==> src/rtl/fault_blank_pkg.sv <==
// Purpose: shared constants for the fault and blanking supervisor
// Assumes: REF_CLK at 100 MHz
// Notes: blanking counts are in motor-oscillator ticks
package fault_blank_pkg;
  localparam int unsigned CLK_HZ = 100_000_000;
  localparam int unsigned RESET_PHASE_MS = 40;
  localparam int unsigned RESET_PHASE_CYC = CLK_HZ / 1000 * RESET_PHASE_MS;
  localparam int unsigned CHOP_PERIOD_TICKS = 8;
  localparam logic [2:0] BLANK_SHORT_TICKS = 3'h3;
  localparam logic [2:0] BLANK_LONG_TICKS = 3'h6;
  localparam logic [1:0] BLANK_SEL_SHORT = 2'h2;
  localparam logic [1:0] BLANK_SEL_LONG = 2'h1;
  localparam int unsigned SETUP_AB_HI_BIT = 4;
  localparam int unsigned SETUP_AB_LO_BIT = 3;
  localparam int unsigned SETUP_CD_HI_BIT = 5;
  localparam int unsigned SETUP_CD_LO_BIT = 6;
  localparam int unsigned BRIDGE_COUNT = 4;
endpackage

==> src/rtl/blank_if.sv <==
// Purpose: per-bridge blanking control bundle
// Assumes: one clock shared by both ends
// Notes: tick is a one-cycle motor-oscillator enable
interface blank_if;
  logic tick;
  logic phase;
  logic [1:0] sel;
  logic blank;
  modport ctrl (output tick, output phase, output sel, input blank);
  modport unit (input tick, input phase, input sel, output blank);
endinterface

==> src/rtl/bridge_blanker.sv <==
// Purpose: blanking window generator for one dc-motor bridge
// Assumes: tick is a single-cycle enable
// Notes: unknown select pattern gives no blanking
module bridge_blanker
  import fault_blank_pkg::*;
(
  input wire logic clk,
  input wire logic rst_n,
  input wire logic chop_start,
  blank_if.unit bi
);
  logic phase_q, phase_d;
  logic [2:0] cnt_q, cnt_d;
  logic [2:0] len;

  always_comb begin
    unique case (bi.sel)
      BLANK_SEL_SHORT: len = BLANK_SHORT_TICKS;
      BLANK_SEL_LONG: len = BLANK_LONG_TICKS;
      default: len = 3'h0;
    endcase
    phase_d = bi.phase;
    cnt_d = cnt_q;
    if (bi.phase != phase_q || chop_start) begin
      cnt_d = len;
    end else if (bi.tick && cnt_q != 3'h0) begin
      cnt_d = cnt_q - 3'h1;
    end
  end

  always_ff @(posedge clk or negedge rst_n) begin
    if (!rst_n) begin
      phase_q <= 1'b0;
      cnt_q <= 3'h0;
    end else begin
      phase_q <= phase_d;
      cnt_q <= cnt_d;
    end
  end

  assign bi.blank = (cnt_q != 3'h0);
endmodule

==> src/rtl/motor_fault_blanking_supervisor.sv <==
// Purpose: blanking insertion, fault shutdown and system reset output
// Assumes: supply comparators and fault flags arrive as async levels
// Notes: protection control bits steer the fault responses when nonzero

// Operation
// - blank each bridge on phase reversal and each eight-tick chopping cycle
// - setup bit pairs pick blanking length: (1,0) three ticks, (0,1) six ticks
// - every low or high phase of the reset output lasts at least 40 ms unless external reset cuts it
// - motor shutdown clears only on supply below 4.5 V, sleep rising edge or reset
// - converters released on rising threshold, stopped below falling threshold
// - with protection control bits nonzero, faults latch only while converters run and motor overcurrent gives no reset pulse
// - shutdown faults latch until power-on reset or external reset
// - external reset stops converters and motor, clears state, reruns start-up
module motor_fault_blanking_supervisor
  import fault_blank_pkg::*;
#(
  parameter int unsigned RESET_PHASE_CYCLES = RESET_PHASE_CYC
) (
  input wire logic REF_CLK,
  input wire logic RST_N,
  input wire logic MOTOR_OSC_CLOCK,
  input wire logic [7:0] SETUP_BITS,
  input wire logic [7:0] EXTENDED_PROTECTION_CONFIG,
  input wire logic [3:0] BRIDGE_PHASE,
  input wire logic LOW_POWER_REQUEST_IN,
  input wire logic EXT_RESET_IN,
  input wire logic SUPPLY_RISE_THRESHOLD,
  input wire logic SUPPLY_FALL_THRESHOLD,
  input wire logic SUPPLY_BELOW_4V5,
  input wire logic [2:0] CONV_OVERCURRENT,
  input wire logic [2:0] CONV_OVERVOLTAGE,
  input wire logic MOTOR_OVERCURRENT,
  input wire logic THERMAL_SHUTDOWN,
  output logic [3:0] BLANK_INTERVAL,
  output logic CONVERTER_ENABLE,
  output logic MOTOR_ENABLE,
  output logic SYSTEM_RESET_OUT_LOW
);
  localparam int unsigned NSYNC = 17;
  logic [NSYNC-1:0] s1_q, s2_q, s3_q, st_q;
  logic [NSYNC-1:0] async_in;
  logic osc, sleep_n, ext_rst, vrise, vfall, vlow, mocp, tsd;
  logic [2:0] cocp, covp;
  logic osc_prev_q, sleep_prev_q;
  logic tick, sleep_rise;

  assign async_in = {MOTOR_OSC_CLOCK, LOW_POWER_REQUEST_IN, EXT_RESET_IN, SUPPLY_RISE_THRESHOLD,
                     SUPPLY_FALL_THRESHOLD, SUPPLY_BELOW_4V5, CONV_OVERCURRENT, CONV_OVERVOLTAGE,
                     MOTOR_OVERCURRENT, THERMAL_SHUTDOWN, 3'h0};

  // a level only moves once the last two stages agree, filtering single-cycle noise
  always_ff @(posedge REF_CLK or negedge RST_N) begin
    if (!RST_N) begin
      s1_q <= '0;
      s2_q <= '0;
      s3_q <= '0;
      st_q <= '0;
    end else begin
      s1_q <= async_in;
      s2_q <= s1_q;
      s3_q <= s2_q;
      st_q <= (s2_q & s3_q) | (st_q & (s2_q | s3_q));
    end
  end

  assign {osc, sleep_n, ext_rst, vrise, vfall, vlow, cocp, covp, mocp, tsd} = st_q[NSYNC-1:3];

  logic hold_rst;
  assign hold_rst = ext_rst;
  assign tick = osc && !osc_prev_q;
  assign sleep_rise = sleep_n && !sleep_prev_q;

  // chopping period counter in motor-oscillator ticks
  logic [2:0] chop_q, chop_d;
  logic chop_start;
  always_comb begin
    chop_d = chop_q;
    if (tick) begin
      chop_d = chop_q + 3'h1;
    end
  end
  assign chop_start = tick && (chop_q == 3'(CHOP_PERIOD_TICKS - 1));

  blank_if bif [BRIDGE_COUNT] ();
  genvar g;
  generate
    for (g = 0; g < BRIDGE_COUNT; g++) begin : gen_br
      assign bif[g].tick = tick;
      assign bif[g].phase = BRIDGE_PHASE[g];
      if (g < 2) begin : gen_ab
        assign bif[g].sel = {SETUP_BITS[SETUP_AB_HI_BIT], SETUP_BITS[SETUP_AB_LO_BIT]};
      end else begin : gen_cd
        assign bif[g].sel = {SETUP_BITS[SETUP_CD_HI_BIT], SETUP_BITS[SETUP_CD_LO_BIT]};
      end
      bridge_blanker u_blank (
        .clk(REF_CLK),
        .rst_n(RST_N),
        .chop_start(chop_start),
        .bi(bif[g])
      );
      assign BLANK_INTERVAL[g] = bif[g].blank;
    end
  endgenerate

  // fault latches
  logic conv_on_q, conv_on_d;
  logic sd_latch_q, sd_latch_d;
  logic motor_off_q, motor_off_d;
  logic pulse_req_q, pulse_req_d;
  logic prot_default;
  logic hard_fault;

  assign prot_default = (EXTENDED_PROTECTION_CONFIG == 8'h00);
  assign hard_fault = (|cocp) || (|covp) || tsd;

  always_comb begin
    conv_on_d = conv_on_q;
    sd_latch_d = sd_latch_q;
    motor_off_d = motor_off_q;
    pulse_req_d = 1'b0;
    if (vrise) begin
      conv_on_d = 1'b1;
    end else if (!vfall) begin
      conv_on_d = 1'b0;
    end
    if (hard_fault && (prot_default || conv_on_q)) begin
      sd_latch_d = 1'b1;
    end
    if (vlow || sleep_rise) begin
      motor_off_d = 1'b0;
    end
    // a new overcurrent wins over a same-cycle clear
    if (mocp && !motor_off_q) begin
      motor_off_d = 1'b1;
      pulse_req_d = prot_default;
    end else if (mocp) begin
      motor_off_d = 1'b1;
    end
  end

  always_ff @(posedge REF_CLK or negedge RST_N) begin
    if (!RST_N) begin
      chop_q <= 3'h0;
      osc_prev_q <= 1'b0;
      sleep_prev_q <= 1'b0;
      conv_on_q <= 1'b0;
      sd_latch_q <= 1'b0;
      motor_off_q <= 1'b0;
      pulse_req_q <= 1'b0;
    end else if (hold_rst) begin
      chop_q <= 3'h0;
      osc_prev_q <= 1'b0;
      sleep_prev_q <= 1'b0;
      conv_on_q <= 1'b0;
      sd_latch_q <= 1'b0;
      motor_off_q <= 1'b0;
      pulse_req_q <= 1'b0;
    end else begin
      chop_q <= chop_d;
      osc_prev_q <= osc;
      sleep_prev_q <= sleep_n;
      conv_on_q <= conv_on_d;
      sd_latch_q <= sd_latch_d;
      motor_off_q <= motor_off_d;
      pulse_req_q <= pulse_req_d;
    end
  end

  // reset output sequencer: each phase spans the full 40 ms figure
  typedef enum logic [1:0] {RS_LOW, RS_HIGH, RS_PULSE} rst_state_e;
  rst_state_e rs_q, rs_d;
  logic [31:0] rcnt_q, rcnt_d;
  logic want_low;
  logic pulse_pend_q, pulse_pend_d;
  assign want_low = sd_latch_q || !conv_on_q || hold_rst;

  always_comb begin
    rs_d = rs_q;
    rcnt_d = rcnt_q;
    pulse_pend_d = pulse_pend_q || pulse_req_q;
    if (hold_rst) begin
      // external reset overrides a running phase and restarts the low phase
      rs_d = RS_LOW;
      rcnt_d = RESET_PHASE_CYCLES - 1;
      pulse_pend_d = 1'b0;
    end else if (rs_q == RS_LOW && want_low) begin
      // low phase is counted from the moment the cause goes away
      rcnt_d = RESET_PHASE_CYCLES - 1;
    end else if (rcnt_q != 32'h0) begin
      rcnt_d = rcnt_q - 32'h1;
    end else begin
      unique case (rs_q)
        RS_LOW: begin
          if (!want_low) begin
            rs_d = RS_HIGH;
            rcnt_d = RESET_PHASE_CYCLES - 1;
          end
        end
        RS_HIGH: begin
          if (want_low) begin
            rs_d = RS_LOW;
            rcnt_d = RESET_PHASE_CYCLES - 1;
          end else if (pulse_pend_q) begin
            rs_d = RS_PULSE;
            pulse_pend_d = 1'b0;
            rcnt_d = RESET_PHASE_CYCLES - 1;
          end
        end
        RS_PULSE: begin
          rs_d = want_low ? RS_LOW : RS_HIGH;
          rcnt_d = RESET_PHASE_CYCLES - 1;
        end
      endcase
    end
  end

  always_ff @(posedge REF_CLK or negedge RST_N) begin
    if (!RST_N) begin
      rs_q <= RS_LOW;
      rcnt_q <= 32'h0;
      pulse_pend_q <= 1'b0;
      SYSTEM_RESET_OUT_LOW <= 1'b0;
      CONVERTER_ENABLE <= 1'b0;
      MOTOR_ENABLE <= 1'b0;
    end else begin
      rs_q <= rs_d;
      rcnt_q <= rcnt_d;
      pulse_pend_q <= pulse_pend_d;
      SYSTEM_RESET_OUT_LOW <= (rs_d == RS_HIGH);
      CONVERTER_ENABLE <= conv_on_d && !sd_latch_d && !hold_rst;
      MOTOR_ENABLE <= conv_on_d && !sd_latch_d && !motor_off_d && !hold_rst;
    end
  end
endmodule

==> config.mk <==
export PLATFORM = sky130hd
export DESIGN_NAME = motor_fault_blanking_supervisor
export DESIGN_NICKNAME = d
export VERILOG_FILES = /design/src/rtl/fault_blank_pkg.sv /design/src/rtl/blank_if.sv /design/src/rtl/bridge_blanker.sv /design/src/rtl/motor_fault_blanking_supervisor.sv
export SDC_FILE = /design/constraint.sdc
export NUM_CORES = 1
export LEC_CHECK = 0
export BUFFER_PORTS_ARGS = -buffer_cell sky130_fd_sc_hd__buf_2
export CORE_AREA = 2 2 107 109
export CTS_CLUSTER_DIAMETER = 60
export DETAILED_ROUTE_END_ITERATION = 8
export DIE_AREA = 0 0 109 111
export PLACE_DENSITY = 0.7
export SLEW_MARGIN = 20
export SYNTH_ARGS = -nofsm -noshare
export SYNTH_HDL_FRONTEND = slang
export SYNTH_HIERARCHICAL = 1
export SYNTH_SLANG_ARGS = --single-unit
export TNS_END_PERCENT = 5
==> constraint.sdc <==
create_clock -name REF_CLK -period 2.3 [get_ports REF_CLK]
set_input_delay 0.46 -clock REF_CLK [delete_from_list [all_inputs] [get_ports REF_CLK]]
set_output_delay 0.46 -clock REF_CLK [all_outputs]
set_load 0.02 [all_outputs]
# Word-level counts from Yosys, hierarchy flattened
# Cells that the tools add are included.
[classes]
add_sub_neg = 6
eq_ne = 14
muxes = 46
bitwise = 4
reduce_logical = 47
[ops]
columns = ["operator", "n"]
rows = [
  ["two-way mux 32 bit", 6],
  ["case mux 32 bit (3 select lines)", 1],
  ["bitwise AND 17 bit", 2],
  ["OR 17 bit", 2],
  ["nonzero test 32 bit", 1],
  ["subtractor 32 x 1 -> 32 bit (second input constant)", 1],
  ["two-way mux 3 bit", 10],
  ["two-way mux 1 bit", 20],
  ["logical AND 1 bit", 14],
  ["two-way mux 2 bit", 6],
  ["case mux 3 bit (2 select lines)", 2],
  ["nonzero test 3 bit", 4],
  ["subtractor 3 x 1 -> 3 bit (second input constant)", 4],
  ["logical OR 1 bit", 11],
  ["nonzero test 2 bit", 5],
  ["equality test 2 x 1 -> 1 bit (second input constant)", 4],
  ["zero test 8 bit", 1],
  ["zero test 1 bit", 7],
  ["equality test 2 bit (second input constant)", 3],
  ["inequality test 6 bit (second input constant)", 1],
  ["case mux 2 bit (3 select lines)", 1],
  ["OR reduction 3 bit", 2],
  ["inequality test 5 x 3 -> 1 bit (second input constant)", 1],
  ["inequality test 1 bit", 4],
  ["4 further kinds", 4],
]
[totals]
regBits = 122
inputBits = 36
out_inout_bits = 7
word_cells = 142

# Longest topological paths before layout
[logic_depth]
depth_word = 9
ltp_mapped = 9
mapped_depth_nobuf = 7

# Cells and area by module
# Netlist, hierarchy kept.
[modules_own_cells]
columns = ["mod", "instances", "cells_each", "area_each_um2", "seq_area_each_um2"]
rows = [
  ["motor_fault_blanking_supervisor", 1, 343, 4197.8, 2577.5],
  ["bridge_blanker", 4, 30, 285.3, 100.1],
]

# Least setup slack after synthesis
# OpenSTA, ideal clock, no wires.
[synth_timing]
path_type = "reg2reg"
start = "register rcnt_q[24]"
end = "register rcnt_q[29]"
setup_time_ns = 0.134
arrival_time_ns = 2.258
required_time_ns = 2.166
setup_slack_ns = -0.092
stages_incl_launch_ff = 10
path_buffers = 4
period_less_slack_ns = 2.392
cell_sequence = "dfrtp_1 -> or4_1 -> buf_2 -> or2_1 -> buf_4 -> nor4_4 -> a211o_1 -> buf_6 -> buf_6 -> a21oi_1"
[synth_via]
elab_chain_cells = 4
word_cells_on_any_way = 8
cone_classes = "add/sub (1); eq/ne (2); mux (3); reduce/logical (2)"
[synth_lines]
columns = ["item", "line_no", "source"]
rows = [
  ["start: declaration", "motor_fault_blanking_supervisor.sv:172", "logic [31:0] rcnt_q, rcnt_d;"],
  ["start signal: assignment", "motor_fault_blanking_supervisor.sv:227", "rcnt_q <= rcnt_d;"],
  ["subtractor 32 x 1 -> 32 bit / nonzero test 32 bit (equally long branches)", "motor_fault_blanking_supervisor.sv:190, motor_fault_blanking_supervisor.sv:189", ""],
  ["two-way mux 32 bit", "motor_fault_blanking_supervisor.sv:189", "end else if (rcnt_q != 32'h0) begin"],
  ["two-way mux 32 bit", "motor_fault_blanking_supervisor.sv:186", "end else if (rs_q == RS_LOW && want_low) begin"],
  ["two-way mux 32 bit", "motor_fault_blanking_supervisor.sv:181", "if (hold_rst) begin"],
]
# Parallel ways exist; a longest one is shown, timed or not.
# A chain may end at the register's enable or synchronous reset.

# Final worst setup path
[layout_timing]
start = "register rcnt_q[24]"
end = "register rcnt_q[4]"
[layout_via]
elab_chain_cells = 4
word_cells_on_any_way = 7
cone_classes = "eq/ne (2); mux (3); reduce/logical (2)"
[layout_lines]
columns = ["item", "line_no"]
rows = [
  ["nonzero test 32 bit *", "motor_fault_blanking_supervisor.sv:189"],
  ["two-way mux 32 bit", "motor_fault_blanking_supervisor.sv:189"],
  ["two-way mux 32 bit", "motor_fault_blanking_supervisor.sv:186"],
  ["two-way mux 32 bit", "motor_fault_blanking_supervisor.sv:181"],
]
# Mark *: on every way between the ends. The rest lies on a longest branch, timed or not.

==> results.txt <==
post-synthesis mux area share: 0.0281
Detailed Routing Iterations Pass 1: 4
Mapped Avg Cell Area: 11.5 um^2
post-synthesis sequential area ratio: 0.558
min setup slack post-route: 0.0619 ns
Critical Path Fanout Max: 11
area leader, netlist: dfrtp_1
via count: 3,741
Hold WC Path Type: in2async
cells along the critical path: or4_1, or2_4, nor4_4, buf_4, buf_12, nor3_1, a211o_1
synthesized area: 5340 um^2
Final Max Slew Viols: 0
Buf/Inv on CP: 2
Clock Skew: 0.00917 ns
die area: 12,100 um^2
CTS tree: yes
Area contributors post-synth: dfrtp_1, ha_1, maj3_1
CP required: 2.59 ns
Fmax achieved: 447 MHz
TritonCTS buffer count: 17
Design Area, Final: 6550 um^2
clock sink count: 119
number of top-level pins: 43
layout cells sized above 1: 0.253
Critical Path Start: rcnt_q[24]$_DFFE_PN0P_
final hold viol count: 0
Area growth syn-to-layout: 22.7%
# setup viols final: 0
placed cell area: 5870 um^2
largest family of logic cells by synthesized area: simple AND/OR/NAND/NOR gates
Synth Area in Adders: 0.0778
Worst VDD drop: 0.624 mV
Root Driver: clkbuf_16
Routed WL per cell: 14.6 um
Synth Warn #: 6
slew margin rel.: 0.508
synth unique cells: 53
Worst Max-Slew Pin Slew: 0.732 ns
Core Region: 11,100 um^2
Post-route DRC: 0
P_sw: 1.37 mW
unrepaired setup endpoints after global routing: false
Clock transition at path regs: 0.06 ns
average vias per placed instance: 5.41
status: finished clean
Lkg Pwr: 2.84 nW
port bufs: 38
Fillers: 879
CTS max path bufs: 2
Clock Power Share: 0.466
initial antenna violation count: 0
number of flops mapped to enable cells by yosys: 0
Die Span X: 109 um
dpl ws: -0.0477 ns
GRT Overall Usage: 0.181
# diodes: 0
CTS H-tree lvls: 4
Synth Area in Compound Gates: 0.104
first-pass GRT wire length: 16.9 mm
crit-path leading delay family: simple AND/OR/NAND/NOR gates
top_reg_cell synth: dfrtp_1
CP Capture Type: flip-flop
PD cells: 819 nW/um^2
initial core utilization: 0.482
r2r startpoint: rcnt_q[24]$_DFFE_PN0P_
period utilisation layout: 0.973
Combinational Power Share: 0.104
setup TNS: 0 ns
Seq cells post-synth: 119
post-synthesis async set-or-reset flop share: 1.00
Setup CP Type: reg2reg
sequential power share: 0.430
R2R cell count: 7
Final HPWL DP: 6.75 mm
cell row count: 39
Post-CTS Hold Buffers: 0
pin count of the biggest net entering global routing: 43
Post-Synth Simple-Gate Area: 0.167
critical path's slowest cell: or4_1
crit path DAT: 2.53 ns
Final ANT Viol Nets: 0
area share of the leading cell type in the synthesized netlist: 0.558
CP Depth: 7
internal power: 4.00 mW
die height: 111 um
Final #Nets: 595
Final min period: 2.24 ns
post-synthesis cell count: 463
GP Congestion: 0.821
Crit path largest cell delay: 0.55 ns
critical path launch point type: flip-flop
GRT overflow: 0
vias in the first global route: 3,674
DRT Wirelength: 10.1 mm
switching share of power: 0.255
Iteration-0 DRC Markers: 121
Max Cap Violations: 0
Worst-Skew Late Latency: 0.42 ns
Synth Area in XOR/XNOR: 0.0164
Mapped Nets: 521
==> sequential cells by signal, indices dropped and copies added, names as in the netlist, 2 cells and up <==
signal / flops
st_q: 14
rs_q: 2
chop_q: 3
gen_br.u_blank/cnt_q: 12
rcnt_q: 32
s2_q: 14
s3_q: 14
s1_q: 14
gen_br.u_blank/phase_q: 4
==> cell families after synthesis <==
group	count (synthesis)
flip-flops	119
multiplexers	11
adder cells (fa/ha/maj)	36
XOR/XNOR	10
AND/OR/NAND/NOR	149
buffers and inverters	54
AO/OA/AOI/OAI	84
==> through the flow <==
stage                      util  hold slack [ns]  instances  power, mW
final                     0.591           0.0218        692       5.36
after CTS                 0.582           0.0311        688       5.43
after global routing      0.591           0.0549        692       5.60
after floorplan               -            0.164        463       2.72
after detailed placement  0.530            0.335        657       2.90
after global placement    0.530            0.332        657       2.86
==> cells in the final DEF (no fill, tap or decap), types with 3 or more instances in the layout <==
cell / Yosys / routed
and2_1: 3 / 3
or4_1: 15 / 13
o311a_1: 4 / 4
clkinv_4: 0 / 3
and2_4: 4 / 4
nand2_1: 19 / 19
mux2_4: 8 / 8
a22oi_1: 5 / 5
and3_1: 3 / 3
or2_2: 6 / 6
clkbuf_16: 0 / 18
xnor2_1: 9 / 9
buf_12: 0 / 4
a211oi_1: 3 / 3
or3_1: 14 / 13
o21ai_1: 3 / 3
nor2_1: 25 / 25
maj3_1: 14 / 14
buf_4: 7 / 30
inv_1: 37 / 37
o21ai_0: 16 / 16
a31oi_1: 6 / 6
buf_2: 1 / 37
nor2b_1: 8 / 8
nor4_4: 2 / 4
mux2i_1: 3 / 3
clkinvlp_4: 0 / 5
ha_1: 22 / 22
nand2b_1: 3 / 3
o31ai_1: 9 / 9
nand3_1: 13 / 13
nand4_1: 4 / 4
nor4_1: 6 / 4
inv_6: 0 / 3
a21oi_1: 25 / 23
o41ai_1: 5 / 4
dfrtp_1: 119 / 119
nor3_1: 11 / 11
==> Yosys cell counts, drive strengths merged, types with 2 or more instances <==
library cell,count
or3,14
nor2,25
o311a,4
nor3,11
nand2,19
nor2b,8
nand2b,3
a31oi,6
maj3,14
ha,22
dfrtp,119
or2,7
a211o,2
nand3,14
or4,15
buf,13
o21ai,19
and3,3
nor4,10
o31ai,9
nand3b,2
mux2,8
a22oi,5
o41ai,6
nand4,4
and2,7
or4b,2
clkbuf,4
xnor2,9
a211oi,3
inv,37
or3b,2
a21oi,25
mux2i,3
==> area by class of cell <==
type,count,area (um^2),share of cell area
Multi-Input combinational cell,290,2170,0.332
Sequential cell,119,2980,0.455
Inverter,37,139,0.0212
Tap cell,143,179,0.0273
Timing Repair Buffer,72,515,0.0787
Clock buffer,18,439,0.0670
Clock inverter,13,125,0.0191
==> worst paths after layout <==
kind	to	slack (ns)
max	rcnt_q[4]$_DFFE_PN0P_	0.06
min in group REF_CLK	s1_q[11]$_DFF_PN0_	0.14
max reg2reg	rcnt_q[4]$_DFFE_PN0P_	0.06
min	rcnt_q[17]$_DFFE_PN0P_	0.02
min reg2reg	s2_q[8]$_DFF_PN0_	0.34
max in group asynchronous	rs_q[0]$_DFF_PN0_	1.63
==> timing repair <==
| item | 4_1_cts | 5_1_grt |
|---|---|---|
| setup endpoints to repair | 9 | 30 |
| pin swaps | 0 | 5 |
| gates cloned | 0 | 1 |
| setup buffers | 0 | 3 |
| gates resized for setup | 2 | 10 |
==> routing by layer <==
metal  up-vias  share of wire  global-route usage
li1       1808              -                   -
met1      1858           0.45               0.220
met2        57           0.50               0.297
met3        18          0.029              0.0576
met4         0          0.018              0.0726
met5         -              0                   0
==> power by group through the flow <==
stage / Sequential (mW) / Combinational (mW) / Clock, mW
global route: 2.32 / 0.626 / 2.65
global placement: 2.34 / 0.526 / 0
CTS: 2.31 / 0.565 / 2.55
finish: 2.31 / 0.558 / 2.50
floorplan: 2.32 / 0.393 / 0
detailed placement: 2.34 / 0.556 / 0
(Power assumes the default switching activity.)
